**src/core/tsrg_pkg.sv**
```systemverilog
// Purpose: Shared constants and types for the tape speed reference generator.
// Assumes: APB slave with 32-bit data and one aligned word per register.
// Notes: Crystal is sampled on pclk, so the crystal must stay well under pclk/2.
package tsrg_pkg;

  // Register byte offsets
  localparam logic [11:0] TSRG_OFF_CTRL = 12'h000;
  localparam logic [11:0] TSRG_OFF_STATUS = 12'h004;
  localparam logic [11:0] TSRG_OFF_DIVIDER = 12'h008;

  // Control register fields
  localparam int TSRG_CTRL_BIAS_LSB = 0;
  localparam int TSRG_CTRL_BIAS_W = 2;

  // Status register fields
  localparam int TSRG_ST_SPEED_LSB = 0;
  localparam int TSRG_ST_CMD_SLOW = 9;
  localparam int TSRG_ST_REC_MODE = 10;
  localparam int TSRG_ST_FAULT = 11;
  localparam int TSRG_ST_REC_REF = 12;
  localparam int TSRG_ST_CAP_REF = 13;
  localparam int TSRG_ST_BIAS_REF = 14;

  // Divider register fields
  localparam int TSRG_DIV_BIN_LSB = 0;
  localparam int TSRG_DIV_DEC_LSB = 8;

  // Divider chain figures
  localparam int TSRG_SPEEDS = 9;
  localparam int TSRG_BIN_STAGES = 8;
  localparam int TSRG_DECADE = 10;
  localparam int TSRG_DEC_W = 3;

  // Bias source strap codes
  typedef enum logic [1:0] {
    TSRG_BIAS_8M = 2'b00,
    TSRG_BIAS_16M = 2'b01,
    TSRG_BIAS_4M = 2'b10,
    TSRG_BIAS_2M = 2'b11
  } tsrg_bias_sel_t;

  localparam tsrg_bias_sel_t TSRG_CTRL_RESET = TSRG_BIAS_8M;

  // Pin inputs travelling together; speed bit 0 is 240 ips, bit 8 is 15/16 ips
  typedef struct packed {
    logic [TSRG_SPEEDS-1:0] speed_sel;
    logic cmd_slowest;
    logic record_mode;
  } tsrg_pins_t;

  localparam int TSRG_PINS_W = TSRG_SPEEDS + 2;

  // Reference outputs travelling together
  typedef struct packed {
    logic bias_ref;
    logic record_ref;
    logic capstan_ref;
  } tsrg_refs_t;

endpackage

```
**src/core/tsrg_top.sv**
```systemverilog
// Purpose: Tape speed reference generator with bias, record and capstan outputs.
// Assumes: Crystal and control pins are asynchronous to pclk and synchronised here.
// Notes: Divider stages advance on edges of the sampled crystal.
//
// What this block does
// The crystal is halved to 8 MHz and halved again to two separate 4 MHz taps.
// One 4 MHz tap is halved once more to give a 2 MHz bias option.
// Bias source is 8 MHz by default, or 16, 4 or 2 MHz by a static setting.
// The 4 MHz tap is divided by ten symmetrically into a 400 kHz square wave.
// The 400 kHz wave is the 240 ips record reference and clocks the binary chain.
// An 8-stage binary chain held in one 8-bit counter gives 200 kHz from its first stage.
// Each stage halves the previous one, ending near 1.562 kHz for 15/16 ips.
// Only the tap of the selected speed reaches the record reference output.
// Speeds 240 down to 15/16 ips map to 400 kHz down to 1562 Hz in halving steps.
// Except with the 15/16 ips command the capstan reference is the record reference halved.
// With the 15/16 ips command the capstan output takes the undivided record reference.
// The bias output carries the chosen bias only while record mode is asserted.
// The speed switching unit asserts exactly one of the nine speed lines.
// With no speed line or several asserted, record and capstan outputs stay low.
`timescale 1ns/1ns
module tsrg_top #(
  parameter int BIN_STAGES = tsrg_pkg::TSRG_BIN_STAGES,
  parameter int DECADE = tsrg_pkg::TSRG_DECADE
) (
  input wire logic pclk,
  input wire logic presetn,
  input wire logic psel,
  input wire logic penable,
  input wire logic pwrite,
  input wire logic [11:0] paddr,
  input wire logic [31:0] pwdata,
  output logic [31:0] prdata,
  output logic pready,
  output logic pslverr,
  input wire logic crystal_clk,
  input wire tsrg_pkg::tsrg_pins_t pins,
  output tsrg_pkg::tsrg_refs_t refs
);

  localparam int NTAPS = tsrg_pkg::TSRG_SPEEDS;
  localparam int DW = tsrg_pkg::TSRG_DEC_W;
  localparam logic [DW-1:0] DEC_LAST = DW'(DECADE / 2 - 1);

  // Elaboration checks
  if (BIN_STAGES != NTAPS - 1) begin : g_bad_stages
    $error("BIN_STAGES must be one less than the number of speed lines");
  end
  if (DECADE < 2 || DECADE % 2 != 0 || DECADE / 2 > (1 << DW)) begin : g_bad_decade
    $error("DECADE must be even and fit the decade counter");
  end

  // Exactly one line asserted
  function automatic logic one_hot(input logic [NTAPS-1:0] v);
    logic seen;
    logic bad;
    seen = 1'b0;
    bad = 1'b0;
    for (int i = 0; i < NTAPS; i++) begin
      if (v[i]) begin
        bad = bad | seen;
        seen = 1'b1;
      end
    end
    return seen & ~bad;
  endfunction

  // Register decode, shared by read and write paths
  function automatic logic [1:0] reg_index(input logic [11:0] a);
    if (a == tsrg_pkg::TSRG_OFF_CTRL) begin
      return 2'h1;
    end else if (a == tsrg_pkg::TSRG_OFF_STATUS) begin
      return 2'h2;
    end else if (a == tsrg_pkg::TSRG_OFF_DIVIDER) begin
      return 2'h3;
    end else begin
      return 2'h0;
    end
  endfunction

  // Pin synchronisers
  logic xtal_meta;
  logic xtal_sync;
  logic xtal_prev;
  logic [tsrg_pkg::TSRG_PINS_W-1:0] pins_meta;
  tsrg_pkg::tsrg_pins_t pins_sync;

  always_ff @(posedge pclk or negedge presetn) begin
    if (!presetn) begin
      xtal_meta <= 1'b0;
      xtal_sync <= 1'b0;
      xtal_prev <= 1'b0;
    end else begin
      xtal_meta <= crystal_clk;
      xtal_sync <= xtal_meta;
      xtal_prev <= xtal_sync;
    end
  end

  always_ff @(posedge pclk or negedge presetn) begin
    if (!presetn) begin
      pins_meta <= '0;
      pins_sync <= '0;
    end else begin
      pins_meta <= pins;
      pins_sync <= pins_meta;
    end
  end

  // Divider chain state
  logic div_8m;
  logic div_4m_a;
  logic div_4m_b;
  logic bias_extra_halver;
  logic [DW-1:0] decade_count;
  logic decade_divider;
  logic [BIN_STAGES-1:0] bin_count;

  logic tick_16m;
  logic tick_8m;
  logic tick_4m;
  logic tick_400k;

  // Rising edge of the crystal, then falling edges of each later stage
  assign tick_16m = xtal_sync & ~xtal_prev;
  assign tick_8m = tick_16m & div_8m;
  assign tick_4m = tick_8m & div_4m_a;
  assign tick_400k = tick_4m & (decade_count == DEC_LAST) & decade_divider;

  always_ff @(posedge pclk or negedge presetn) begin
    if (!presetn) begin
      div_8m <= 1'b0;
    end else if (tick_16m) begin
      div_8m <= ~div_8m;
    end
  end

  always_ff @(posedge pclk or negedge presetn) begin
    if (!presetn) begin
      div_4m_a <= 1'b0;
      div_4m_b <= 1'b0;
    end else if (tick_8m) begin
      div_4m_a <= ~div_4m_a;
      div_4m_b <= ~div_4m_b;
    end
  end

  always_ff @(posedge pclk or negedge presetn) begin
    if (!presetn) begin
      bias_extra_halver <= 1'b0;
    end else if (tick_8m && div_4m_b) begin
      bias_extra_halver <= ~bias_extra_halver;
    end
  end

  // Symmetrical divide by ten: toggle every half period
  always_ff @(posedge pclk or negedge presetn) begin
    if (!presetn) begin
      decade_count <= '0;
      decade_divider <= 1'b0;
    end else if (tick_4m) begin
      if (decade_count == DEC_LAST) begin
        decade_count <= '0;
        decade_divider <= ~decade_divider;
      end else begin
        decade_count <= decade_count + DW'(1);
      end
    end
  end

  // Binary chain clocked by the 400 kHz wave
  always_ff @(posedge pclk or negedge presetn) begin
    if (!presetn) begin
      bin_count <= '0;
    end else if (tick_400k) begin
      bin_count <= bin_count + BIN_STAGES'(1);
    end
  end

  // Speed taps, fastest first
  logic [NTAPS-1:0] taps;
  assign taps[0] = decade_divider;

  for (genvar i = 1; i < NTAPS; i++) begin : g_taps
    assign taps[i] = bin_count[i-1];
  end

  // Record reference selection
  logic sel_valid;
  logic next_record_ref;
  assign sel_valid = one_hot(pins_sync.speed_sel);
  assign next_record_ref = sel_valid & |(taps & pins_sync.speed_sel);

  // Capstan path
  logic capstan_halving_toggle;
  logic next_capstan_ref;

  always_ff @(posedge pclk or negedge presetn) begin
    if (!presetn) begin
      capstan_halving_toggle <= 1'b0;
    end else if (!sel_valid) begin
      capstan_halving_toggle <= 1'b0;
    end else if (refs.record_ref && !next_record_ref) begin
      capstan_halving_toggle <= ~capstan_halving_toggle;
    end
  end

  always_comb begin
    if (!sel_valid) begin
      next_capstan_ref = 1'b0;
    end else if (pins_sync.cmd_slowest) begin
      next_capstan_ref = next_record_ref;
    end else begin
      next_capstan_ref = capstan_halving_toggle;
    end
  end

  // Bias source
  tsrg_pkg::tsrg_bias_sel_t bias_source_strap;
  logic bias_src;
  logic next_bias_ref;

  always_comb begin
    case (bias_source_strap)
      tsrg_pkg::TSRG_BIAS_16M: bias_src = xtal_sync;
      tsrg_pkg::TSRG_BIAS_4M: bias_src = div_4m_a;
      tsrg_pkg::TSRG_BIAS_2M: bias_src = bias_extra_halver;
      default: bias_src = div_8m;
    endcase
  end

  assign next_bias_ref = pins_sync.record_mode & bias_src;

  always_ff @(posedge pclk or negedge presetn) begin
    if (!presetn) begin
      refs <= '0;
    end else begin
      refs.bias_ref <= next_bias_ref;
      refs.record_ref <= next_record_ref;
      refs.capstan_ref <= next_capstan_ref;
    end
  end

  // APB slave: one wait state, answer registered
  logic access;
  logic [1:0] idx;
  assign access = psel & penable & ~pready;
  assign idx = reg_index(paddr);

  always_ff @(posedge pclk or negedge presetn) begin
    if (!presetn) begin
      pready <= 1'b0;
    end else begin
      pready <= access;
    end
  end

  always_ff @(posedge pclk or negedge presetn) begin
    if (!presetn) begin
      bias_source_strap <= tsrg_pkg::TSRG_CTRL_RESET;
    end else if (psel && penable && pready && pwrite && idx == 2'h1) begin
      bias_source_strap <= tsrg_pkg::tsrg_bias_sel_t'(
        pwdata[tsrg_pkg::TSRG_CTRL_BIAS_LSB +: tsrg_pkg::TSRG_CTRL_BIAS_W]);
    end
  end

  logic [31:0] next_prdata;

  always_comb begin
    next_prdata = '0;
    if (idx == 2'h1) begin
      next_prdata[tsrg_pkg::TSRG_CTRL_BIAS_LSB +: tsrg_pkg::TSRG_CTRL_BIAS_W] =
        bias_source_strap;
    end else if (idx == 2'h2) begin
      next_prdata[tsrg_pkg::TSRG_ST_SPEED_LSB +: NTAPS] = pins_sync.speed_sel;
      next_prdata[tsrg_pkg::TSRG_ST_CMD_SLOW] = pins_sync.cmd_slowest;
      next_prdata[tsrg_pkg::TSRG_ST_REC_MODE] = pins_sync.record_mode;
      next_prdata[tsrg_pkg::TSRG_ST_FAULT] = ~sel_valid;
      next_prdata[tsrg_pkg::TSRG_ST_REC_REF] = refs.record_ref;
      next_prdata[tsrg_pkg::TSRG_ST_CAP_REF] = refs.capstan_ref;
      next_prdata[tsrg_pkg::TSRG_ST_BIAS_REF] = refs.bias_ref;
    end else if (idx == 2'h3) begin
      next_prdata[tsrg_pkg::TSRG_DIV_BIN_LSB +: BIN_STAGES] = bin_count;
      next_prdata[tsrg_pkg::TSRG_DIV_DEC_LSB +: DW] = decade_count;
    end
  end

  always_ff @(posedge pclk or negedge presetn) begin
    if (!presetn) begin
      prdata <= '0;
      pslverr <= 1'b0;
    end else if (access) begin
      prdata <= pwrite ? 32'h0000_0000 : next_prdata;
      pslverr <= (idx == 2'h0) | (pwrite & (idx != 2'h1));
    end else begin
      prdata <= '0;
      pslverr <= 1'b0;
    end
  end

endmodule

```
**config.mk**
```make
export PLATFORM = sky130hd
export DESIGN_NAME = tsrg_top
export DESIGN_NICKNAME = d
export VERILOG_FILES = /design/src/core/tsrg_pkg.sv /design/src/core/tsrg_top.sv
export SDC_FILE = /design/constraint.sdc
export NUM_CORES = 1
export LEC_CHECK = 0
export BUFFER_PORTS_ARGS = -buffer_cell sky130_fd_sc_hd__buf_2
export CAP_MARGIN = 15
export CORE_ASPECT_RATIO = 0.6
export CORE_MARGIN = 5
export CORE_UTILIZATION = 48
export DETAILED_ROUTE_END_ITERATION = 16
export GPL_ROUTABILITY_DRIVEN = 0
export PLACE_DENSITY = 0.79
export SLEW_MARGIN = 30
export SYNTH_ARGS = -nofsm -noshare
export SYNTH_HDL_FRONTEND = slang
export SYNTH_SLANG_ARGS = --single-unit
export TNS_END_PERCENT = 1
```
**constraint.sdc**
```tcl
create_clock -name pclk -period 2.4 [get_ports pclk]
set_input_delay 0.72 -clock pclk [delete_from_list [all_inputs] [get_ports pclk]]
set_output_delay 0.72 -clock pclk [all_outputs]
set_load 0.02 [all_outputs]
```
== After elaboration in Yosys (flattened, before gate mapping) ==
Cells that the tools add are included.

* Register bits: 81
* Output and inout port bits: 37
* Word-level logic and storage cells: 110

* Mux-type cells: 34
* Reduce and logical (&&, ||, !) cells: 11
* Equal/unequal tests: 11
* $add $sub $neg: 2
* Bitwise gates (word level): 30

{| class="wikitable"
|+ Operators by type and width
! operator !! number
|-
| $mux 32 || 1
|-
| $mux 1 || 22
|-
| $mux 11 || 2
|-
| $mux 15 || 1
|-
| $mux 13 || 1
|-
| $eq 12x3->1 const B || 1
|-
| $eq 12x4->1 const B || 1
|-
| $logic_not 12->1 || 1
|-
| $and 1x1->1 || 11
|-
| $not 1->1 || 10
|-
| $and 9x9->9 || 1
|-
| $reduce_or 9->1 || 1
|-
| $add 8x1->8 const B || 1
|-
| $eq 2x2->1 const B || 4
|-
| $mux 2 || 4
|-
| $or 1x1->1 || 8
|-
| $logic_and 1x1->1 || 6
|-
| $eq 2x1->1 const B || 2
|-
| $mux 4 || 1
|-
| $ne 2x1->1 const B || 2
|-
| $add 3x1->3 const B || 1
|-
| $eq 3x3->1 const B || 1
|-
| $mux 3 || 1
|-
| $pmux 1 s3 || 1
|-
| 3 further kinds || 3
|}

== Logic depth before layout (Yosys ltp) ==
Gate-level depths: netlist (run 1).

* Depth after elaboration: 23
* Gate-level depth with buffers: 6
* Depth with buffers taken out: 6

== Worst setup path after synthesis (run 1) ==
No wires, ideal clock.

* Kind: input to register
* From: input paddr[5]
* To: register prdata[10]
* Buffers on the path: 1
* Cell stages on the path: 5
* Library setup time: 0.072 ns
* Setup slack: 0.476 ns
* Arrival: 1.852 ns
* Cell sequence: nor4_1 -> nand3_1 -> or4_1 -> clkbuf_1 -> nor2_1

* Cells in the longest elaborated chain, start to end: 10

{| class="wikitable"
|+ RTL lines
! what !! line !! text
|-
| start, declared || tsrg_top.sv:30 || <nowiki>input wire logic [11:0] paddr,</nowiki>
|-
| $eq 12x4->1 || tsrg_top.sv:73 || <nowiki>end else if (a == tsrg_pkg::TSRG_OFF_DIVIDER) begin</nowiki>
|-
| $mux 2 || tsrg_top.sv:73 ||
|-
| $mux 2 || tsrg_top.sv:71 || <nowiki>end else if (a == tsrg_pkg::TSRG_OFF_STATUS) begin</nowiki>
|-
| $mux 2 (*) || tsrg_top.sv:69 || <nowiki>if (a == tsrg_pkg::TSRG_OFF_CTRL) begin</nowiki>
|-
| $eq 2x2->1 || tsrg_top.sv:281 || <nowiki>end else if (idx == 2'h3) begin</nowiki>
|-
| $mux 11 || tsrg_top.sv:281 ||
|-
| $mux 11 || tsrg_top.sv:273 || <nowiki>end else if (idx == 2'h2) begin</nowiki>
|-
| $mux 13 (*) || tsrg_top.sv:270 || <nowiki>if (idx == 2'h1) begin</nowiki>
|-
| $mux 15 (*) || tsrg_top.sv:292 || <nowiki>prdata <= pwrite ? 32'h0000_0000 : next_prdata;</nowiki>
|-
| $mux 32 (*) || tsrg_top.sv:291 || <nowiki>end else if (access) begin</nowiki>
|-
| end signal, assigned || tsrg_top.sv:292 ||
|-
| end, declared || tsrg_top.sv:32 || <nowiki>output logic [31:0] prdata,</nowiki>
|}

Mark *: on every way between the ends. The rest lies on a longest branch, timed or not.
A chain may end at the register's enable or synchronous reset.

== Worst setup path after layout (run 1) ==
* From: register pins_sync[3] (netlist name)
* To: register prdata[11]

* Cells in the longest elaborated chain, start to end: 22

{| class="wikitable"
|+ RTL lines
! what !! line !! text
|-
| start, declared || tsrg_top.sv:85 || <nowiki>tsrg_pkg::tsrg_pins_t pins_sync;</nowiki>
|-
| start signal, assigned || tsrg_top.sv:105 || <nowiki>pins_sync <= pins_meta;</nowiki>
|-
| $mux 1 || tsrg_top.sv:59 || <nowiki>if (v[i]) begin</nowiki>
|-
| $or 1x1->1 || tsrg_top.sv:60 || <nowiki>bad = bad | seen;</nowiki>
|-
| $mux 1 || tsrg_top.sv:59 ||
|-
| $or 1x1->1 || tsrg_top.sv:60 ||
|-
| $mux 1 || tsrg_top.sv:59 ||
|-
| $or 1x1->1 || tsrg_top.sv:60 ||
|-
| $mux 1 || tsrg_top.sv:59 ||
|-
| $or 1x1->1 || tsrg_top.sv:60 ||
|-
| [6 not listed] || -- ||
|-
| $mux 1 || tsrg_top.sv:59 ||
|-
| $not 1->1 || tsrg_top.sv:64 || <nowiki>return seen & ~bad;</nowiki>
|-
| $and 1x1->1 (*) || tsrg_top.sv:64 ||
|-
| $not 1->1 (*) || tsrg_top.sv:277 || <nowiki>next_prdata[tsrg_pkg::TSRG_ST_FAULT] = ~sel_valid;</nowiki>
|-
| $mux 4 (*) || tsrg_top.sv:273 ||
|-
| $mux 13 (*) || tsrg_top.sv:270 ||
|-
| $mux 15 (*) || tsrg_top.sv:292 ||
|-
| $mux 32 (*) || tsrg_top.sv:291 ||
|}

Marked as above.

==> results.json, run 1 <==
{
  "end_kind": "flip-flop",
  "ys.flop_type": "dfrtp_1",
  "synth_cells": 204,
  "grt_pass1_wl_microns": 8800,
  "die_x_microns": 104,
  "max_freq_ghz": 0.510,
  "port_buffers": 50,
  "wl_microns": 5130,
  "outcome": "completed",
  "synth_top_cell_by_area": "dfrtp_1",
  "ys_seq_area_share_pct": 62.9,
  "max_stage_delay_ns": 0.58,
  "multi_input_area_sq_um": 845,
  "synth_top_family_by_area": "simple AND/OR/NAND/NOR gates",
  "synth_simple_gate_area_share_pct": 13.5,
  "cp.arrival_ns": 2.19,
  "synth-adder-area-share_pct": 2.26,
  "ys_warn_count": 0,
  "synth_cell_types": 41,
  "hpwlAfterDp_microns": 3830,
  "dr_total_vias": 1691,
  "syn2layout_area_growth_pct": 20.5,
  "cp_num_buf_inv": 0,
  "crit_chain": "or4_4 -> o21ai_0 -> nand4bb_1 -> a32o_2 -> and2_1",
  "fin_area_sq_mm": 0.00307,
  "htreeDepth": 3,
  "post-cts-setup-buffers": 0,
  "synth-seq-cells": 64,
  "synth-compound-area-share_pct": 7.47,
  "fin_cells": 335,
  "power_density_mw_per_mm2": 840,
  "syn_area_sq_mm": 0.00254,
  "initial_utilization_pct": 49.9,
  "clockBufferDepth": 2,
  "slew_viol_final": 0,
  "grt_pass1_vias": 1767,
  "finClkSkew_ns": 0.00532,
  "core_area_sq_mm": 0.00510,
  "synth_xor_area_share_pct": 4.47,
  "worstPathRequired_ns": 2.63,
  "wl_per_cell_microns": 15.3,
  "via_per_inst": 5.05,
  "place_inst": 319,
  "netlist_top_cells_area": "dfrtp_1 (63%), buf_4 (5.0%), nor2_1 (3.5%)",
  "drt_iter0_markers": 100,
  "timing.hold.ws_ns": 0.349,
  "muxShareOfSynthArea_pct": 3.00,
  "cts_buffers": 9,
  "register_area_sq_mm": 0.00160,
  "cap_violations": 0,
  "final_common_cell": "dfrtp_1",
  "drt_pass1_iterations": 4,
  "hold_class": "reg -> reg",
  "peakVddDrop_uv": 432,
  "finalNetCount": 328,
  "finalSetupViolations": 0,
  "tritoncts": "done",
  "placed_cell_area_sq_mm": 0.00284,
  "power.leakage_nw": 1.50,
  "clk-insertion-delay-late_ns": 0.34,
  "grt_max_degree": 65,
  "cts_root_buffer": "clkbuf_8",
  "start_kind": "flip-flop",
  "period_share_pct": 81.8,
  "synth_top_area_share_pct": 62.9,
  "numClockSinks": 64,
  "rows": 20,
  "grt_use_total_pct": 17.0,
  "power_mw": 2.57,
  "path_delay_family": "simple AND/OR/NAND/NOR gates",
  "setup_tns_ns": 0,
  "ios": 98,
  "drtAntennaViolNets": 0,
  "fin_crit_ns": 1.96,
  "clk_pin_slew_worst_paths_ns": 0.07,
  "crit_fanout": 4,
  "drc": 0,
  "layout_common_cells": "dfrtp_1 (64), buf_2 (50), nor2_1 (24)",
  "async_flop_share_pct": 100,
  "synth-edff-count": 0,
  "diodes": 0,
  "hold_buffers": 0,
  "grt_overflow": 0,
  "antenna_found_initial": 0,
  "fp.dieH_microns": 66.4,
  "path_class": "reg -> reg",
  "fill_cells": 429,
  "dieArea_sq_mm": 0.00691,
  "syn_area_per_cell_sq_um": 12.5,
  "rsz0062_at_grt": "no",
  "cts_resized": 0,
  "cp_slowest_cell": "or4_4",
  "drive_above_1_share_pct": 29.7,
  "finalHoldViolCount": 0
}
## cell usage after synthesis (2+ instances only)
cell	number
dfrtp_1	64
nor2_1	24
buf_4	17
a22oi_1	11
xnor2_1	9
and2_1	6
nand2_1	6
nand3_1	6
o21ai_0	5
inv_1	4
nor2b_1	4
xor2_1	4
a21oi_1	3
clkbuf_1	3
ha_1	3
mux2_2	3
nor3_1	3
maj3_1	2
mux2i_1	2
nand4bb_1	2
nor3b_1	2
nor4_1	2
## where the power goes
part	total [mW]	internal, mW	switching [mW]
registers	1.27	1.17	0.0937
logic	0.279	0.127	0.152
clock network	1.03	0.615	0.415
total	2.57	1.91	0.661
## final cells by class
cell class | count | share of cell area [%]
Sequential cell | 64 | 52.2
Clock inverter | 6 | 3.02
Multi-Input combinational cell | 131 | 27.5
Timing Repair Buffer | 54 | 9.55
Inverter | 4 | 0.490
Clock buffer | 10 | 4.49
Tap cell | 66 | 2.69
## worst register-to-register path: stages, from the launching register on
cell and delay [ns]:
dfrtp_1 0.45, or4_4 0.58, o21ai_0 0.19, nand4bb_1 0.13, a32o_2 0.33, and2_1 0.17
## path summary, 6_finish.rpt
| check | start | endpoint | slack, ns | cells after the start |
|---|---|---|---|---|
| min reg2reg | xtal_meta | xtal_sync | 0.35 | 0 |
| min | xtal_meta | xtal_sync | 0.35 | 0 |
| max reg2reg | pins_sync[3] | prdata[11] | 0.44 | 5 |
| min in group asynchronous | presetn | bias_source_strap[1] | 0.37 | 2 |
| max | pins_sync[3] | prdata[11] | 0.44 | 5 |
| max in group asynchronous | presetn | pins_sync[7] | 1.75 | 2 |
## metal layers
layer	vias up	global-route usage (%)	wire, microns
li1	787	-	-
met1	823	21.4	2270
met2	71	24.6	2260
met3	10	9.56	541
met4	0	5.98	59
met5	-	0	0
## state kept, by name, summed over array words and instances (netlist names), 2 cells and up
name / count
bias_source_strap: 2
pins_sync: 11
decade_count: 3
bin_count: 8
pins_meta: 11
refs: 3
prdata: 15
## logic make-up after synthesis
family | Yosys count
multiplexers | 6
other | 1
AND/OR/NAND/NOR | 64
flip-flops | 64
AO/OA/AOI/OAI | 26
adder cells (fa/ha/maj) | 5
buffers and inverters | 25
XOR/XNOR | 13
## metrics by stage
stage	setup slack (ns)	util [%]
2_1_floorplan	0.476	-
3_3_place_gp	0.285	55.6
3_5_place_dp	0.126	55.6
4_1_cts	0.430	60.1
5_1_grt	0.333	60.1
6_report	0.438	60.1
Power figures use the tool's default switching activity.
==> run 2: changes to the inputs <==
Settings changed: CORE_UTILIZATION 48 to 43, PLACE_DENSITY 0.79 to 0.74.
Clock period 2.4 ns to 1.65 ns, I/O delays scaled along.
==> run 2 against run 1 <==
Compared with the run above:
- the flow now finishes with violations (setup timing)
- clock-buffer cell count rose by 1
- critical path depth did not move
- final cell count up 5.7%
- die area rose by 10%
- clock power rose by 38%
- final area increased by 1.9%
- largest cell class unchanged
==> results.json, run 2 (same netlist as run 1, synthesis figures left out) <==
{
  "drt_iter0_markers": 57,
  "fp.dieH_microns": 69.6,
  "cts_buffers": 9,
  "clk_pin_slew_worst_paths_ns": 0.07,
  "setup_ws_ns": -0.134,
  "end_kind": "flip-flop",
  "grt_pass1_vias": 1698,
  "wl_per_cell_microns": 13.6,
  "core_area_sq_mm": 0.00565,
  "power_mw": 3.68,
  "layout_common_cells": "dfrtp_1 (64), buf_2 (50), nor2_1 (24)",
  "max_freq_ghz": 0.561,
  "drive_above_1_share_pct": 32.1,
  "clockBufferDepth": 2,
  "numClockSinks": 64,
  "path_class": "reg -> reg",
  "grt_overflow": 0,
  "crit_path_end": "prdata[11]",
  "hold_class": "in -> async",
  "cts_root_buffer": "clkbuf_8",
  "clk-insertion-delay-late_ns": 0.34,
  "r2r_slack_ns": -0.13,
  "power.leakage_nw": 1.53,
  "hpwlAfterDp_microns": 3570,
  "finalNetCount": 333,
  "antenna_found_initial": 0,
  "dr_total_vias": 1680,
  "crit_fanout": 4,
  "r2r-start": "pins_sync[5]",
  "via_per_inst": 4.75,
  "drc": 0,
  "start_kind": "flip-flop",
  "htreeDepth": 3,
  "port_buffers": 50,
  "cap_violations": 0,
  "largest_reg_flops": 15,
  "wl_microns": 4830,
  "top_regs": "prdata: 15 flops, pins_meta: 11 flops, pins_sync: 11 flops",
  "cp.arrival_ns": 2.02,
  "grt_use_total_pct": 14.0,
  "dieArea_sq_mm": 0.00761,
  "tritoncts": "done",
  "power_density_mw_per_mm2": 1180,
  "worstPathRequired_ns": 1.88,
  "rr_worst_depth": 5,
  "grt_pass1_wl_microns": 8020,
  "largest_register": "prdata",
  "peakVddDrop_uv": 658,
  "final_util_pct": 55.3,
  "hold_buffers": 0,
  "finClkSkew_ns": 0.00559,
  "diodes": 0,
  "fin_crit_ns": 1.78,
  "outcome": "complete, but fails checks",
  "ios": 98,
  "die_x_microns": 109,
  "slew_viol_final": 0,
  "rows": 21,
  "grt_max_degree": 65,
  "initial_utilization_pct": 45.0,
  "violations": "setup timing",
  "syn2layout_area_growth_pct": 22.8,
  "tightest_slew_ns": 0.737,
  "finalHoldViolCount": 0,
  "drt_pass1_iterations": 4,
  "startpoint": "pins_sync[5]",
  "max-slew-margin-rel_pct": 50.8,
  "drtAntennaViolNets": 0,
  "post-cts-setup-buffers": 0,
  "rr_endpoint": "prdata[11]",
  "final_common_cell": "dfrtp_1",
  "period_share_pct": 108,
  "rsz0062_at_grt": "yes",
  "finalSetupViolations": 4
}
## run 2: cell type report
class,count,area (sq um)
Timing Repair Buffer,59,330
Sequential cell,64,1600
Fill cell,501,2520
Inverter,4,15.0
Tap cell,80,100
Multi-Input combinational cell,131,866
Clock inverter,5,81.3
Clock buffer,11,131
## run 2: how the worst min path moves through the flow
stage,endpoint,slack [ns],cells past startpoint
3_5_place_dp,pins_sync[2],0.34,0
2_1_floorplan,bias_extra_halver,0.20,0
5_1_grt,pslverr,0.17,2
3_3_place_gp,xtal_sync,0.33,0
6_report,pready,0.15,2
4_1_cts,prdata[14],0.16,2
## run 2: where the power goes
| part | leakage [nW] | internal, mW | switching (mW) |
|---|---|---|---|
| logic | 0.604 | 0.202 | 0.232 |
| registers | 0.821 | 1.70 | 0.125 |
| clock network | 0.104 | 0.851 | 0.567 |
## run 2: per-stage QoR
stage                     hold slack, ns  setup TNS [ns]  instance area (sq um)  setup slack, ns  cells
after floorplan                    0.199          -0.662                   2610          -0.0722    220
after global placement             0.333           -3.65                   2890           -0.276    338
after detailed placement           0.337           -3.81                   2890           -0.287    338
after CTS                          0.156          -0.322                   3100           -0.138    354
after global routing               0.172          -0.753                   3130           -0.222    354
final                              0.149          -0.290                   3130           -0.134    354
## run 2: metal layers
layer,up-vias,track usage [%],wire length [microns]
met5,-,0,0
li1,799,-,-
met4,0,7.19,136
met3,17,5.58,371
met2,58,19.2,2050
met1,806,19.1,2270
## run 2: critical path, stage by stage, from the launching register on
cell and delay [ns]:
dfrtp_1 0.38, or4_4 0.57, o21ai_2 0.13, nand4bb_1 0.11, a32o_2 0.33, and2_1 0.17
## run 2: repair_timing
item,4_1_cts,5_1_grt
resized for setup,0,8
setup endpoints to repair,4,14
pin swaps,1,3
